[config.mk]
export PLATFORM = sky130hd
export DESIGN_NAME = wps_slave
export DESIGN_NICKNAME = d
export VERILOG_FILES = /design/src/rtl/wps_pkg.sv /design/src/rtl/wps_line_sync.sv /design/src/rtl/wps_slave.sv
export SDC_FILE = /design/constraint.sdc
export NUM_CORES = 1
export LEC_CHECK = 0
export BUFFER_PORTS_ARGS = -buffer_cell sky130_fd_sc_hd__buf_4
export CORE_MARGIN = 3
export CORE_UTILIZATION = 35
export CTS_CLUSTER_SIZE = 8
export DETAILED_ROUTE_END_ITERATION = 6
export GPL_TIMING_DRIVEN = 0
export PLACE_DENSITY = 0.57
export SETUP_SLACK_MARGIN = 0.15
export SYNTH_ARGS = -nofsm -noshare
export SYNTH_HDL_FRONTEND = slang
export SYNTH_SLANG_ARGS = --single-unit
export TNS_END_PERCENT = 1
[constraint.sdc]
create_clock -name clk -period 4.2 [get_ports clk]
set_input_delay 0.21 -clock clk [delete_from_list [all_inputs] [get_ports clk]]
set_output_delay 0.21 -clock clk [all_outputs]
set_load 0.01 [all_outputs]
[src/rtl/wps_pkg.sv]
package wps_pkg;

  // ----------------------------------------------------------------
  // addressing and reset values
  // ----------------------------------------------------------------
  localparam logic [6:0] WPS_ADDR_STD = 7'h2E;
  localparam logic [6:0] WPS_ADDR_ALT = 7'h3E;
  localparam logic [6:0] WPS_ADDR_GCALL = 7'h00;
  localparam logic [6:0] WPS_WIPER_RST = 7'h3F;
  localparam logic [7:0] WPS_CMD_WIPER = 8'h00;
  localparam logic [3:0] WPS_BITS_BYTE = 4'h8;

  // ----------------------------------------------------------------
  // timing
  // ----------------------------------------------------------------
  localparam int WPS_CLK_HZ = 20000000;
  localparam int WPS_FAST_BPS = 400000;
  localparam int WPS_STD_BPS = 100000;
  // sampled clock period at fast rate, in system cycles
  localparam int WPS_FAST_CYC = WPS_CLK_HZ / WPS_FAST_BPS;

  // ----------------------------------------------------------------
  // carriers
  // ----------------------------------------------------------------
  typedef struct packed {
    logic scl;
    logic sda;
  } wps_line_t;

  typedef struct packed {
    logic start;
    logic stop;
    logic scl_rise;
    logic scl_fall;
  } wps_event_t;

  typedef struct packed {
    logic strobe;
    logic [6:0] data;
  } wps_wr_t;

  typedef enum logic [2:0] {
    WPS_IDLE = 3'b000,
    WPS_RECV = 3'b001,
    WPS_ACK = 3'b010,
    WPS_SEND = 3'b011,
    WPS_MACK = 3'b100,
    WPS_IGNORE = 3'b101
  } wps_state_t;

  typedef enum logic [1:0] {
    WPS_PH_ADDR = 2'b00,
    WPS_PH_CMD = 2'b01,
    WPS_PH_DATA = 2'b10
  } wps_phase_t;

endpackage : wps_pkg

[src/rtl/wps_line_sync.sv]
module wps_line_sync
  import wps_pkg::*;
(
  // clock and reset
  input wire logic clk,
  input wire logic rst_n,
  // raw pins
  input wire logic scl_in,
  input wire logic sda_in,
  // sampled lines and events
  output wps_pkg::wps_line_t line,
  output wps_pkg::wps_event_t ev
);

  logic [1:0] meta;
  wps_line_t sync;
  wps_line_t prev;

  // ----------------------------------------------------------------
  // two-stage synchroniser
  // ----------------------------------------------------------------
  always_ff @(posedge clk or negedge rst_n) begin
    if (!rst_n) begin
      meta <= 2'b11;
      sync <= '1;
    end else begin
      meta <= {scl_in, sda_in};
      sync <= meta;
    end
  end

  // ----------------------------------------------------------------
  // history for edge detection
  // ----------------------------------------------------------------
  always_ff @(posedge clk or negedge rst_n) begin
    if (!rst_n) begin
      prev <= '1;
    end else begin
      prev <= sync;
    end
  end

  assign line = sync;
  // conditions only while the clock stays high across both samples
  assign ev.start = prev.scl && sync.scl && prev.sda && !sync.sda;
  assign ev.stop = prev.scl && sync.scl && !prev.sda && sync.sda;
  assign ev.scl_rise = !prev.scl && sync.scl;
  assign ev.scl_fall = prev.scl && !sync.scl;

  // ----------------------------------------------------------------
  // checks
  // ----------------------------------------------------------------
  start_excl_a : assert property (@(posedge clk) disable iff (!rst_n)
    !(ev.start && ev.stop)) else $error("start and stop together");
  start_sda_a : assert property (@(posedge clk) disable iff (!rst_n)
    ev.start |-> $past(sync.sda) && !sync.sda && sync.scl)
    else $error("start not a falling data line");
  stop_sda_a : assert property (@(posedge clk) disable iff (!rst_n)
    ev.stop |-> !$past(sync.sda) && sync.sda && sync.scl)
    else $error("stop not a rising data line");

endmodule : wps_line_sync

[src/rtl/wps_slave.sv]
module wps_slave
  import wps_pkg::*;
#(
  parameter bit ALT_ADDR = 1'b0
)
(
  // clock and reset
  input wire logic clk,
  input wire logic rst_n,
  // serial clock pin, input only
  input wire logic scl_in,
  output logic scl_out,
  output logic scl_oe_n,
  // serial data pin, open drain
  input wire logic sda_in,
  output logic sda_out,
  output logic sda_oe_n,
  // wiper register
  output logic [6:0] wiper,
  output wps_pkg::wps_wr_t wr,
  output logic busy
);
  import wps_pkg::*;

  localparam logic [6:0] OWN_ADDR = ALT_ADDR ? WPS_ADDR_ALT : WPS_ADDR_STD;

  wps_line_t line;
  wps_event_t ev;
  wps_state_t state;
  wps_phase_t phase;
  logic [3:0] bit_cnt;
  logic [7:0] shift;
  logic [7:0] cmd;
  logic [7:0] tx;
  logic rd_dir;
  logic drive_low;
  logic mack;
  logic last_ack_data;
  logic restart_win;

  // ----------------------------------------------------------------
  // line sampling
  // ----------------------------------------------------------------
  wps_line_sync u_sync (
    .clk(clk),
    .rst_n(rst_n),
    .scl_in(scl_in),
    .sda_in(sda_in),
    .line(line),
    .ev(ev)
  );

  // clock pin is never driven: no stretching, master owns it
  assign scl_out = 1'b1;
  assign scl_oe_n = 1'b1;
  assign sda_out = 1'b0;
  assign sda_oe_n = !drive_low;
  assign busy = (state != WPS_IDLE) && (state != WPS_IGNORE);

  // ----------------------------------------------------------------
  // bit counter and receive shift
  // ----------------------------------------------------------------
  always_ff @(posedge clk or negedge rst_n) begin
    if (!rst_n) begin
      bit_cnt <= 4'h0;
      shift <= 8'h00;
    end else if (ev.start || ev.stop) begin
      bit_cnt <= 4'h0;
    end else if (state == WPS_RECV && ev.scl_rise) begin
      // data is sampled only on the rising edge, stable while high
      shift <= {shift[6:0], line.sda};
      bit_cnt <= bit_cnt + 4'h1;
    end else if (state == WPS_SEND && ev.scl_fall) begin
      bit_cnt <= bit_cnt + 4'h1;
    end else if (ev.scl_fall && (state == WPS_ACK || state == WPS_MACK)) begin
      bit_cnt <= 4'h0;
    end
  end

  // ----------------------------------------------------------------
  // transfer state machine
  // ----------------------------------------------------------------
  always_ff @(posedge clk or negedge rst_n) begin
    if (!rst_n) begin
      state <= WPS_IDLE;
      phase <= WPS_PH_ADDR;
      rd_dir <= 1'b0;
    end else if (ev.stop) begin
      state <= WPS_IDLE;
    end else if (ev.start) begin
      // start and repeated start both restart reception
      state <= WPS_RECV;
      phase <= WPS_PH_ADDR;
    end else begin
      unique case (state)
        WPS_IDLE, WPS_IGNORE: begin
          state <= state;
        end
        WPS_RECV: begin
          if (ev.scl_fall && bit_cnt == WPS_BITS_BYTE) begin
            if (phase == WPS_PH_ADDR) begin
              if (shift[7:1] == OWN_ADDR) begin
                state <= WPS_ACK;
                rd_dir <= shift[0];
              end else begin
                // mismatch and general call both fall off the bus
                state <= WPS_IGNORE;
              end
            end else begin
              state <= WPS_ACK;
            end
          end
        end
        WPS_ACK: begin
          if (ev.scl_fall) begin
            if (phase == WPS_PH_ADDR && rd_dir) begin
              state <= WPS_SEND;
              phase <= WPS_PH_DATA;
            end else begin
              state <= WPS_RECV;
              phase <= (phase == WPS_PH_ADDR) ? WPS_PH_CMD : WPS_PH_DATA;
            end
          end
        end
        WPS_SEND: begin
          if (ev.scl_fall && bit_cnt == WPS_BITS_BYTE - 4'h1) begin
            state <= WPS_MACK;
          end
        end
        WPS_MACK: begin
          if (ev.scl_fall) begin
            state <= mack ? WPS_SEND : WPS_IGNORE;
          end
        end
        default: begin
          state <= WPS_IDLE;
        end
      endcase
    end
  end

  // ----------------------------------------------------------------
  // master acknowledge capture
  // ----------------------------------------------------------------
  always_ff @(posedge clk or negedge rst_n) begin
    if (!rst_n) begin
      mack <= 1'b0;
    end else if (state == WPS_MACK && ev.scl_rise) begin
      mack <= !line.sda;
    end
  end

  // ----------------------------------------------------------------
  // repeated start collision window
  // ----------------------------------------------------------------
  // opens once the clock rises with data high after an acknowledge;
  // a start then closes it, a clock fall or low data means collision
  always_ff @(posedge clk or negedge rst_n) begin
    if (!rst_n) begin
      restart_win <= 1'b0;
    end else if (ev.start || ev.stop) begin
      restart_win <= 1'b0;
    end else if (state == WPS_RECV && bit_cnt == 4'h0 && phase != WPS_PH_ADDR
                 && ev.scl_rise) begin
      restart_win <= line.sda;
    end else if (ev.scl_fall) begin
      restart_win <= 1'b0;
    end
  end

  // ----------------------------------------------------------------
  // command register
  // ----------------------------------------------------------------
  always_ff @(posedge clk or negedge rst_n) begin
    if (!rst_n) begin
      cmd <= WPS_CMD_WIPER;
    end else if (state == WPS_ACK && phase == WPS_PH_CMD && ev.scl_fall) begin
      cmd <= shift;
    end
  end

  // ----------------------------------------------------------------
  // wiper register and write strobe
  // ----------------------------------------------------------------
  // commit happens at the acknowledge of a complete data byte; a
  // cut-short byte never reaches that state, so it writes nothing
  always_ff @(posedge clk or negedge rst_n) begin
    if (!rst_n) begin
      wiper <= WPS_WIPER_RST;
      wr <= '0;
    end else begin
      wr.strobe <= 1'b0;
      if (state == WPS_RECV && phase == WPS_PH_DATA && !ev.start && !ev.stop
          && ev.scl_fall && bit_cnt == WPS_BITS_BYTE) begin
        // top bit dropped: the register is seven bits wide
        wiper <= shift[6:0];
        wr.strobe <= 1'b1;
        wr.data <= shift[6:0];
      end
    end
  end

  assign last_ack_data = (state == WPS_RECV) && (phase == WPS_PH_DATA);

  // ----------------------------------------------------------------
  // transmit byte
  // ----------------------------------------------------------------
  always_ff @(posedge clk or negedge rst_n) begin
    if (!rst_n) begin
      tx <= 8'h00;
    end else if ((state == WPS_ACK || state == WPS_MACK) && ev.scl_fall) begin
      // other command codes return zero, not the wiper
      tx <= (cmd == WPS_CMD_WIPER) ? {1'b0, wiper} : 8'h00;
    end else if (state == WPS_SEND && ev.scl_fall) begin
      tx <= {tx[6:0], 1'b0};
    end
  end

  // ----------------------------------------------------------------
  // data line driver
  // ----------------------------------------------------------------
  // set on clock falls only so the line is steady while high; start, stop and a collision release it at once
  always_ff @(posedge clk or negedge rst_n) begin
    if (!rst_n) begin
      drive_low <= 1'b0;
    end else if (ev.stop || ev.start) begin
      drive_low <= 1'b0;
    end else if (restart_win && (ev.scl_fall || !line.sda)) begin
      drive_low <= 1'b0;
    end else if (ev.scl_fall) begin
      unique case (state)
        WPS_RECV: drive_low <= bit_cnt == WPS_BITS_BYTE
          && !(phase == WPS_PH_ADDR && shift[7:1] != OWN_ADDR);
        // first bit out is always the zero top bit, whatever the command
        WPS_ACK: drive_low <= phase == WPS_PH_ADDR && rd_dir;
        WPS_SEND: drive_low <= bit_cnt != WPS_BITS_BYTE - 4'h1 && !tx[6];
        WPS_MACK: drive_low <= mack;
        default: drive_low <= 1'b0;
      endcase
    end
  end

  // ----------------------------------------------------------------
  // collision flag, feeding coverage only
  // ----------------------------------------------------------------
  logic collide;
  assign collide = restart_win && (ev.scl_fall || !line.sda) && !ev.start;

  logic collide_seen;
  always_ff @(posedge clk or negedge rst_n) begin
    if (!rst_n) begin
      collide_seen <= 1'b0;
    end else begin
      collide_seen <= collide && !last_ack_data;
    end
  end

  // ----------------------------------------------------------------
  // checks
  // ----------------------------------------------------------------
  scl_free_a : assert property (@(posedge clk) disable iff (!rst_n)
    scl_oe_n) else $error("clock line driven");
  stop_idle_a : assert property (@(posedge clk) disable iff (!rst_n)
    ev.stop |=> state == WPS_IDLE && sda_oe_n) else $error("stop not idle");
  start_recv_a : assert property (@(posedge clk) disable iff (!rst_n)
    ev.start && !ev.stop |=> state == WPS_RECV && phase == WPS_PH_ADDR)
    else $error("start not restarting");
  sda_steady_a : assert property (@(posedge clk) disable iff (!rst_n)
    line.scl && $past(line.scl) && !$past(ev.start) && !$past(ev.stop)
    && !$past(restart_win) |-> $stable(sda_oe_n))
    else $error("data changed while clock high");
  addr_nack_a : assert property (@(posedge clk) disable iff (!rst_n)
    state == WPS_RECV && phase == WPS_PH_ADDR && bit_cnt == WPS_BITS_BYTE
    && shift[7:1] != OWN_ADDR && ev.scl_fall && !ev.start && !ev.stop
    |=> sda_oe_n && state == WPS_IGNORE) else $error("bad address acked");
  addr_ack_a : assert property (@(posedge clk) disable iff (!rst_n)
    state == WPS_RECV && phase == WPS_PH_ADDR && bit_cnt == WPS_BITS_BYTE
    && shift[7:1] == OWN_ADDR && ev.scl_fall && !ev.start && !ev.stop
    |=> !sda_oe_n && state == WPS_ACK) else $error("address not acked");
  wiper_hold_a : assert property (@(posedge clk) disable iff (!rst_n)
    !$past(wr.strobe) && !wr.strobe |-> $stable(wiper))
    else $error("wiper changed without strobe");
  mack_end_a : assert property (@(posedge clk) disable iff (!rst_n)
    state == WPS_MACK && !mack && ev.scl_fall && !ev.start && !ev.stop
    |=> sda_oe_n && state == WPS_IGNORE) else $error("kept sending");
  wr_msb_a : assert property (@(posedge clk) disable iff (!rst_n)
    wr.strobe |-> wiper == wr.data && $past(shift[6:0]) == wr.data)
    else $error("write data mismatch");

  write_c : cover property (@(posedge clk) disable iff (!rst_n) wr.strobe);
  read_c : cover property (@(posedge clk) disable iff (!rst_n) state == WPS_SEND);
  nack_c : cover property (@(posedge clk) disable iff (!rst_n)
    state == WPS_MACK && ev.scl_fall && !mack);
  collide_c : cover property (@(posedge clk) disable iff (!rst_n) collide_seen);

endmodule : wps_slave

== Word level (Yosys, flattened, before mapping) ==
Cells that the tools add are included.

* Flip-flop bits (word level): 57
* Input port bits: 4
* Word-level logic and storage cells: 129

* Add/sub/neg operators: 1
* Equality and inequality tests: 18
* Muxes and demuxes: 31
* Bitwise operators: 3
* Reduce and logical (&&, ||, !) cells: 58

{| class="wikitable"
|+ Operators with widths
! cell !! number
|-
| logical AND 1 bit || 29
|-
| 2-to-1 mux 3 bit || 9
|-
| 2-to-1 mux 7 bit || 3
|-
| 2-to-1 mux 4 bit || 4
|-
| inequality test 4 bit, second input constant || 4
|-
| case mux 3 bit (5 select lines) || 1
|-
| 2-to-1 mux 2 bit || 6
|-
| zero test 1 bit || 9
|-
| nonzero test 3 bit || 3
|-
| zero test 8 bit || 1
|-
| 2-to-1 mux 8 bit || 1
|-
| nonzero test 2 bit || 4
|-
| == test 7 x 6 -> 1 bit, second input constant || 1
|-
| inequality test 7 x 6 -> 1 bit, second input constant || 1
|-
| == test 3 x 2 -> 1 bit, second input constant || 2
|-
| == test 3 bit, second input constant || 2
|-
| 2-to-1 mux 1 bit || 6
|-
| inequality test 3 bit, second input constant || 2
|-
| AND reduction 6 bit || 1
|-
| AND reduction 5 bit || 1
|-
| adder 4 x 1 -> 4 bit, second input constant || 1
|-
| == test 4 x 3 -> 1 bit, second input constant || 1
|-
| == test 4 bit, second input constant || 1
|-
| zero test 4 bit || 1
|-
| 13 further kinds || 17
|}

== Depth between registers and ports, before layout ==
Gate-level depths: netlist (run 1).

* Depth after elaboration: 9
* Gate-level depth with buffers: 8
* Gate-level depth less buffers: 6

== Cells and area by module ==
A second synthesis (run 1) with hierarchy kept.

* Cells, all modules: 226
* Area total of the unflattened synthesis: 2637.5 µm²

{| class="wikitable"
|+ Modules (own cells, without submodules)
! module !! times used !! cells an instance !! area each (µm²) !! seq. area each (µm²)
|-
| wps_slave || 1 || 216 || 2444.8 || 1258.7
|-
| wps_line_sync || 1 || 10 || 192.7 || 157.7
|}

== Worst setup path before layout (run 1) ==
No wires, ideal clock.

* Path type: reg2reg
* Start: register u_sync.prev[1] (netlist name)
* End: register cmd[0]
* Setup time: 0.125 ns
* Arrival: 1.803 ns
* Required time: 4.075 ns
* Path slack: 2.272 ns
* Stages on the path, launching flop included: 8
* Path through: dfstp_2 > clkbuf_2 > nor2b_1 > nand3_1 > nor2_1 > and2_1 > buf_2 > mux2_2

* Longest elaborated chain between the ends: 2

{| class="wikitable"
|+ Ends and longest elaborated chain
! what !! line !! text
|-
| start, declared || wps_line_sync.sv:17 || <nowiki>wps_line_t prev;</nowiki>
|-
| start signal, assigned || wps_line_sync.sv:39 || <nowiki>prev <= sync;</nowiki>
|-
| logical AND 1 bit || wps_line_sync.sv:48 || <nowiki>assign ev.scl_fall = prev.scl && !sync.scl;</nowiki>
|-
| logical AND 1 bit || wps_slave.sv:177 || <nowiki>end else if (state == WPS_ACK && phase == WPS_PH_CMD && ev.scl_fall) begin</nowiki>
|-
| end signal, assigned || wps_slave.sv:178 || <nowiki>cmd <= shift;</nowiki>
|-
| end, declared || wps_slave.sv:33 || <nowiki>logic [7:0] cmd;</nowiki>
|}

Every way passes these cells.
A chain may end at the register's enable or synchronous reset.

== Worst setup path in the final report (run 1) ==
* Start: register u_sync.prev[1] (netlist name)
* End: register cmd[3]

The elaborated chain is that of the path after synthesis.

==> flow_summary.json, run 1 <==
{
  "status": "finished clean",
  "netlist_area_sq_mm": 0.002613,
  "fillers": 688,
  "worstSetupStartpointType": "flop",
  "netSwitchingFraction_pct": 25.83,
  "grt_use_total_pct": 13.52,
  "numPortBuffers": 20,
  "worst_hold_path_type": "reg -> reg",
  "post_drt_wl_per_cell_um": 14.80,
  "ios": 24,
  "num_vias": 1773,
  "synthAdderAreaFrac_pct": 0.9579,
  "finalNetCount": 263,
  "path_max_fanout": 9,
  "clockPowerShare_pct": 32.0,
  "grt_pass1_wl_um": 9246,
  "synth-main-ff-cell": "dfrtp_1",
  "cts.sinks": 56,
  "drtIter0Drc": 77,
  "drcViolationCount": 0,
  "dieArea_sq_mm": 0.008537,
  "crit_type": "reg -> reg",
  "antenna_found_initial": 0,
  "start_util_pct": 37.22,
  "synth_cell_types": 52,
  "grt_overflow": 0,
  "fin_setup_tns_ns": 0,
  "ctsResizeCount": 0,
  "cts_hold_buf": 3,
  "clock_path_buffers": 2,
  "drive_gt1_share_pct": 32.56,
  "powerDensity_mw_per_mm2": 316.0,
  "p_sw_mw": 0.2454,
  "avgSynthCellArea_sq_um": 11.56,
  "min_period_ns": 2.198,
  "rows": 30,
  "max_slew_margin_pct": 53.34,
  "cp-end-kind": "flop",
  "yosysTopAreaCell": "dfrtp_1",
  "ys_seq_area_share_pct": 54.21,
  "yosys_warnings": 0,
  "antenna_left": 0,
  "finalSetupViolCount": 0,
  "fmax_mhz": 455.0,
  "routed_via_density": 5.008,
  "cts-root-buf": "clkbuf_8",
  "synth_top_family_by_area": "simple AND/OR/NAND/NOR gates",
  "synth-simple-area-share_pct": 14.42,
  "dp_hpwl_um": 3663,
  "p_int_mw": 0.7049,
  "crit_required_ns": 4.40,
  "routed_wl_um": 5238,
  "multi_input_area_sq_mm": 0.001076,
  "drt_pass1_iterations": 4,
  "async_flop_share_pct": 100.0,
  "grt_max_degree": 57,
  "syn_inst": 226,
  "hold_violations": 0,
  "n_antenna_cell": 0,
  "synth_area_leaders": "dfrtp_1 (42%), dfstp_2 (12%), mux2_2 (8.6%)",
  "synth_compound_area_share_pct": 10.01,
  "tightest_slew_ns": 0.6999,
  "syn_to_final_growth_pct": 15.13,
  "grt_pass1_vias": 1783,
  "die_x_um": 92.40,
  "p_seq_share_pct": 61.4,
  "synth_commonest_cells": "dfrtp_1 (44), nand2_1 (24), mux2_2 (20)",
  "synth_xor_area_share_pct": 1.341,
  "h-tree-depth": 2,
  "muxShareOfSynthArea_pct": 14.03,
  "register_area_sq_mm": 0.001416,
  "peakVddDrop_uv": 148.6,
  "synth_edf_count": 0,
  "maxCapViolations": 0,
  "period_share_pct": 52.33,
  "total_power_mw": 0.9504,
  "chipHeight_um": 92.40,
  "combinationalPowerShare_pct": 6.6,
  "cts_buffers": 5,
  "rsz0062_at_grt": "no",
  "clk_pin_slew_ns": 0.11,
  "leakagePower_nw": 1.374,
  "final.setup_skew_ns": 0.009009,
  "post-synth-top-count-cell": "dfrtp_1",
  "gp_congestion": 0.9046,
  "drv_slew": 0,
  "post-cts-setup-buffers": 0,
  "cts_tree": "done",
  "yosys.area.top_type_share_pct": 42.15,
  "worstPathArrival_ns": 2.40,
  "synth-seq-cells": 56,
  "clock_latency_ns": 0.31,
  "coreArea_sq_mm": 0.007019
}
## metrics by stage
step	instances	area [sq um]	util (%)	worst slack [ns]	hold slack (ns)
floorplan	227	2616	-	2.272	-0.08559
global placement	343	2887	41.12	2.003	0.3112
detailed placement	343	2887	41.12	2.026	0.3132
CTS	354	3008	42.85	2.000	0.3589
global route	354	3008	42.85	1.830	0.3727
finish	354	3008	42.85	2.002	0.3584
## cell usage in the layout (no fill, tap or decap), types with 2 or more instances in the layout
cell,instances
dfrtp_1,44
buf_4,25
nand2_1,24
mux2_2,20
o21ai_0,17
dfstp_2,12
nor2_1,11
mux2_4,8
inv_1,7
nor2b_1,7
a22oi_1,6
nand3_1,5
clkbuf_8,5
buf_2,4
clkbuf_1,3
xnor2_1,3
nor4_1,3
a21oi_1,3
conb_1,3
dlygate4sd3_1,3
or3_1,2
nor3b_1,2
nand3b_1,2
and3b_1,2
nand4_1,2
o221ai_1,2
a211oi_1,2
ha_1,2
## cell type report
type,instances,area share (%)
clock buffers,5,2.288
flip-flops and latches,56,47.09
multi-input cells,149,35.77
well taps,96,3.993
plain buffers,14,3.120
inverters,8,0.9983
repair buffers,23,5.990
clock inverters,3,0.7488
## metal layers
layer	routed length (um)	vias to the layer above	track usage [%]	part of all wire (%)
li1	-	855	-	-
met1	2595	872	19.17	50
met2	2411	40	20.54	46
met3	164	6	3.249	3.1
met4	68	0	3.837	1.3
met5	0	-	0	0
## power by group through the flow
stage	clock (mW)	sequential, mW	combinational (mW)
after floorplan	0	0.582	0.0400
after global placement	0	0.594	0.0611
after detailed placement	0	0.593	0.0617
after CTS	0.321	0.584	0.0641
after global routing	0.346	0.587	0.0727
final	0.304	0.583	0.0626
## critical path: stages (launching register included)
cell	delay (ns)
dfstp_2	0.53
clkbuf_2	0.19
nor2b_1	0.35
nand3_1	0.19
nor2_1	0.15
and2_1	0.14
buf_2	0.21
mux2_2	0.35
## worst paths after layout
path / from / cells after the start / endpoint / slack (ns)
worst max-delay path: u_sync.prev[1] / 7 / cmd[3] / 2.00
worst min-delay path: u_sync.meta[0] / 0 / u_sync.line[0] / 0.36
worst max register to register: u_sync.prev[1] / 7 / cmd[3] / 2.00
worst min register to register: u_sync.meta[0] / 0 / u_sync.line[0] / 0.36
max in group asynchronous: rst_n / 2 / shift[1] / 3.25
min in group asynchronous: rst_n / 2 / bit_cnt[2] / 0.47
## registers in the layout (all words and copies together) (netlist names), 3 cells and up
name and cells:
state 3, wr 7, bit_cnt 4, tx 7
wiper 7, cmd 8, shift 8
## logic make-up (layout without fill, tap and decap cells)
group	Yosys count	in the layout
flops	56	56
simple gates	70	70
compound gates	40	40
mux	30	30
fa+ha+maj	2	2
xor+xnor	4	4
other cells	2	3
buf+inv	22	53
Power figures use the tool's default switching activity.
==> run 2, diff against run 1 <==
PLACE_DENSITY = 0.59   (was 0.57)
clock period = 1.85 ns   (was 4.2 ns; I/O delays follow)
==> run 2 against run 1 <==
The run now ends with setup timing left. Clock-buffer cell count increased by 1. Sequential cell count stayed put. Sequential power rose by 130%. First-iteration DRC count grew 73%. Highest routed layer unchanged. Clock skew decreased by 0.0057 ns. Worst setup slack worse by 2.2 ns. Register-to-register slack got worse by 2.2 ns.
==> flow_summary.json, run 2 (synthesis gave the netlist of run 1 again) <==
{
  "status": "complete, but fails checks",
  "failed_checks": "setup timing",
  "utilization_pct": 47.66,
  "grt_overflow": 0,
  "rsz0062_at_grt": "yes",
  "gp_congestion": 0.8869,
  "path_common_cell": "buf_4",
  "crit_type": "reg -> reg",
  "stdcell_area_sq_mm": 0.003346,
  "cts-root-buf": "clkbuf_8",
  "r2r-start": "state[1]",
  "drv_slew": 0,
  "grt_pass1_wl_um": 9356,
  "final.setup_skew_ns": 0.003310,
  "ios": 24,
  "powerDensity_mw_per_mm2": 707.3,
  "clock_latency_ns": 0.31,
  "worstSetupStartpointType": "flop",
  "grt_pass1_vias": 1782,
  "clk_pin_slew_ns": 0.10,
  "routed_via_density": 5.068,
  "rr_endpoint": "state[2]",
  "crit_required_ns": 2.05,
  "slowest_stage": "dfrtp_1",
  "finalNetCount": 275,
  "cp-end-kind": "flop",
  "grt_max_degree": 57,
  "drcViolationCount": 0,
  "maxCapViolations": 0,
  "post_drt_wl_per_cell_um": 15.73,
  "r2r_cells": 7,
  "path_delay_family": "compound AO/OA/AOI/OAI gates",
  "fmax_mhz": 499.0,
  "drtIter0Drc": 133,
  "layout_common_cells": "dfrtp_1 (44), buf_4 (34), nand2_1 (23)",
  "grt_use_total_pct": 13.81,
  "coreArea_sq_mm": 0.007019,
  "num_vias": 1855,
  "drive_gt1_share_pct": 41.85,
  "dieArea_sq_mm": 0.008537,
  "drt_pass1_iterations": 4,
  "placed_cells": 343,
  "setup_slack_ns": -0.1541,
  "cts_tree": "done",
  "numPortBuffers": 20,
  "cts.sinks": 56,
  "routed_wl_um": 5756,
  "rows": 30,
  "min_period_ns": 2.004,
  "n_antenna_cell": 0,
  "period_share_pct": 108.3,
  "reg_top3": "cmd x8, shift x8",
  "h-tree-depth": 2,
  "start_util_pct": 37.22,
  "tightest_slew_ns": 0.6954,
  "hold_violations": 0,
  "layout_commonest_cell": "dfrtp_1",
  "worst_hold_path_type": "in -> async",
  "dp_hpwl_um": 3651,
  "fin_cells": 366,
  "leakagePower_nw": 1.510,
  "critical_path_buf_inv_count": 2,
  "max_slew_margin_pct": 53.64,
  "syn_to_final_growth_pct": 28.07,
  "placed_area_sq_mm": 0.002907,
  "clock_path_buffers": 2,
  "die_x_um": 92.40,
  "path_max_fanout": 10,
  "crit_chain": "buf_4, nor3b_4, a41oi_1, o211ai_1, buf_4, nor2_1, a41o_1",
  "chipHeight_um": 92.40,
  "worstPathArrival_ns": 2.21,
  "antenna_found_initial": 0,
  "cts_buffers": 5,
  "finalSetupViolCount": 16,
  "antenna_left": 0,
  "slowest_delay_ns": 0.43,
  "ff2ff_setup_slack_ns": -0.15,
  "peakVddDrop_uv": 380.8
}
## run 2: cell count changes in the layout (fill, tap and decap cells not counted), moves of 2 or more
cell | previous run | this run
buf_4 | 25 | 34
o21ai_1 | 0 | 7
buf_6 | 0 | 5
o21ai_0 | 17 | 9
nor2b_1 | 7 | 5
buf_8 | 0 | 3
mux2_4 | 8 | 18
clkbuf_1 | 3 | 0
buf_2 | 4 | 0
a22oi_2 | 0 | 3
mux2_2 | 20 | 10
a22oi_1 | 6 | 3
## run 2: through the flow
stage,power (mW),hold slack [ns],setup TNS [ns],setup slack (ns)
2_1_floorplan,1.416,-0.2031,0,0.07037
3_3_place_gp,1.488,0.1905,-3.134,-0.2679
3_5_place_dp,1.492,0.1887,-3.092,-0.2509
4_1_cts,2.360,0.3678,-1.042,-0.09746
5_1_grt,2.470,0.3679,-2.572,-0.2300
6_report,2.366,0.3584,-0.8098,-0.1541
## run 2: timing repair
| action | 4_1_cts | 5_1_grt |
|---|---|---|
| gates cloned | 1 | 0 |
| endpoints found under the setup margin | 43 | 44 |
| gates resized for setup | 37 | 21 |
| hold buffers | 3 | 0 |
| endpoints found under the hold margin | 46 | 0 |
| pin swaps | 17 | 14 |
| buffers inserted | 8 | 3 |
## run 2: final cells by class
| type | instances | area [sq um] |
|---|---|---|
| tap | 96 | 120.1 |
| clock inverter | 2 | 38.79 |
| clock buffer | 6 | 82.58 |
| buffer | 14 | 148.9 |
| timing repair buffer | 35 | 310.3 |
| fill | 647 | 3674 |
| inverter | 8 | 30.03 |
| sequential | 56 | 1416 |
| multi-input combinational | 149 | 1199 |
## run 2: report_power, final
group / total (mW) / internal, mW / switching, mW / leakage (nW)
clock: 0.849 / 0.443 / 0.406 / 0.0614
combinational: 0.191 / 0.0940 / 0.0968 / 0.713
sequential: 1.33 / 1.27 / 0.0613 / 0.736
total: 2.37 / 1.80 / 0.564 / 1.51
## run 2: how the worst max path moves through the flow
stage / slack (ns) / to / depth (start not counted) / from
after floorplan: 0.07 / wr[3] / 7 / state[0]
after global placement: -0.27 / state[0] / 6 / state[1]
after detailed placement: -0.25 / state[0] / 6 / state[1]
after CTS: -0.1 / wr[4] / 6 / state[2]
after global routing: -0.23 / state[2] / 7 / state[1]
final: -0.15 / state[2] / 7 / state[1]
## run 2: metal layers
metal	up-vias	global-route usage, %	wire length (um)
met1	926	19.55	2776
met4	0	2.599	33
met3	4	3.412	188
met2	43	21.63	2757
li1	882	-	-
met5	-	0	0
==> run 3, diff against run 2 <==
CORE_MARGIN = unset   (was 3)
==> run 3 against run 2 <==
The flow still finishes with violations (setup timing). Routed wire length decreased by 3.4%. Clock skew rose by 0.0042 ns. Via count increased by 0.16%. Register-to-register slack better by 0.06 ns. Largest power group unchanged.
==> flow_summary.json, run 3 (synthesis gave the netlist of run 1 again) <==
{
  "grt_use_met3_pct": 4.664,
  "final.setup_skew_ns": 0.007546,
  "chipHeight_um": 88.40,
  "reg_top3": "cmd x8, shift x8",
  "r2r_cells": 7,
  "antenna_found_initial": 0,
  "hold_violations": 0,
  "crit_type": "reg -> reg",
  "ff2ff_setup_slack_ns": -0.09,
  "cp-end-kind": "flop",
  "die_x_um": 88.40,
  "drtIter0Drc": 117,
  "maxCapViolations": 0,
  "stdcell_area_sq_mm": 0.003388,
  "use_met2_pct": 25.10,
  "worstPathArrival_ns": 2.15,
  "period_share_pct": 104.9,
  "rows": 31,
  "grt_overflow": 0,
  "drcViolationCount": 0,
  "worst_hold_path_type": "reg -> reg",
  "peakVddDrop_uv": 382.7,
  "finalSetupViolCount": 16,
  "register_area_sq_mm": 0.001416,
  "grt_use_total_pct": 15.66,
  "path_max_fanout": 10,
  "numPortBuffers": 20,
  "grt_pass1_wl_um": 9190,
  "setup_slack_ns": -0.09126,
  "placed_area_sq_mm": 0.002910,
  "status": "complete, but fails checks",
  "fmax_mhz": 515.1,
  "endpoint": "state[2]",
  "tightest_slew_ns": 0.7022,
  "drt_pass1_iterations": 4,
  "leakagePower_nw": 1.537,
  "crit_required_ns": 2.06,
  "clock_path_buffers": 2,
  "gp_congestion": 0.8882,
  "failed_checks": "setup timing",
  "finalNetCount": 287,
  "rsz0062_at_grt": "yes",
  "rr_endpoint": "state[2]",
  "min_period_ns": 1.941,
  "startpoint": "state[1]",
  "max_slew_margin_pct": 53.18,
  "grt_pass1_vias": 1813,
  "routed_wl_um": 5560,
  "cts-root-buf": "clkbuf_8",
  "layout_common_cells": "dfrtp_1 (44), buf_4 (43), nand2_1 (23)",
  "n_antenna_cell": 0,
  "dieArea_sq_mm": 0.007814,
  "post_drt_wl_per_cell_um": 14.59,
  "antenna_left": 0,
  "whs_ns": 0.3601,
  "layout_commonest_cell": "dfrtp_1",
  "cts_buffers": 5,
  "start_util_pct": 36.21,
  "num_vias": 1858,
  "coreArea_sq_mm": 0.007214,
  "multi_input_area_sq_mm": 0.001180,
  "cts.sinks": 56,
  "worstSetupStartpointType": "flop",
  "h-tree-depth": 2,
  "grt_max_degree": 57,
  "dp_hpwl_um": 3586,
  "powerDensity_mw_per_mm2": 651.0,
  "drive_gt1_share_pct": 42.55,
  "globalRoute.busiestLayer": "met2",
  "drv_slew": 0,
  "r2r-start": "state[1]",
  "routed_via_density": 4.877,
  "grt.met1_usage_pct": 20.86,
  "ios": 24,
  "clk_pin_slew_ns": 0.10,
  "syn_to_final_growth_pct": 29.69,
  "clock_latency_ns": 0.31,
  "cts_tree": "done",
  "fillers": 680
}
## run 3: cell types whose count changed in the layout (fill, tap and decap cells not counted), sizes merged
cell / delta
clkinvlp: +1
buf: +10
bufinv: -1
clkbuf: +2
## run 3: stage by stage
| step | std cells | worst slack [ns] | TNS [ns] | total power, mW | utilization, % |
|---|---|---|---|---|---|
| floorplan | 227 | 0.07037 | 0 | 1.416 | - |
| global placement | 346 | -0.1884 | -3.226 | 1.489 | 40.34 |
| detailed placement | 346 | -0.1882 | -3.324 | 1.490 | 40.34 |
| CTS | 372 | -0.1004 | -1.498 | 2.201 | 45.33 |
| global route | 381 | -0.1703 | -1.973 | 2.321 | 46.97 |
| finish | 381 | -0.09126 | -0.7716 | 2.206 | 46.97 |
## run 3: routing by layer
metal / vias to the layer above / part of all wire, % / wire, um
li1: 905 / - / -
met2: 33 / 47 / 2591
met5: - / 0 / 0
met1: 913 / 49 / 2745
met3: 7 / 2.7 / 151
met4: 0 / 1.3 / 72
## run 3: how the worst min path moves through the flow
stage,cells after the start,slack [ns],start,to
after floorplan,0,-0.20,rst_n,bit_cnt[0]
after global placement,1,0.20,rst_n,bit_cnt[3]
after detailed placement,1,0.20,rst_n,bit_cnt[2]
after CTS,0,0.36,u_sync.meta[1],u_sync.line[1]
after global routing,0,0.37,u_sync.meta[1],u_sync.line[1]
final,0,0.36,u_sync.meta[1],u_sync.line[1]
## run 3: cell type report
type	instances	share of cell area (%)
tap	99	3.656
inverter	8	0.8863
buffer	14	4.284
multi-input combinational	149	34.82
clock buffer	6	2.142
timing repair buffer	47	11.93
clock inverter	2	0.4801
sequential	56	41.80
## run 3: power breakdown
part	total, mW	leakage [nW]	internal (mW)	switching (mW)
registers	1.33	0.736	1.27	0.0607
clock network	0.677	0.0414	0.271	0.406
logic	0.203	0.759	0.105	0.0982
total	2.21	1.54	1.64	0.565
## run 3: worst max-delay path: stages (launching register included)
cell      delay [ns]
dfrtp_1         0.42
buf_2           0.20
nor3b_4         0.23
a41oi_1         0.14
o211ai_1        0.42
buf_4           0.20
nor2_1          0.04
a41o_1          0.19
## run 3: repair_timing
item | CTS | global route
pin swaps | 8 | 12
gates cloned | 1 | 0
hold buffers | 3 | 0
gates resized for setup | 29 | 26
setup buffers | 14 | 9
setup endpoints to repair | 43 | 42
hold endpoints to repair | 46 | 0
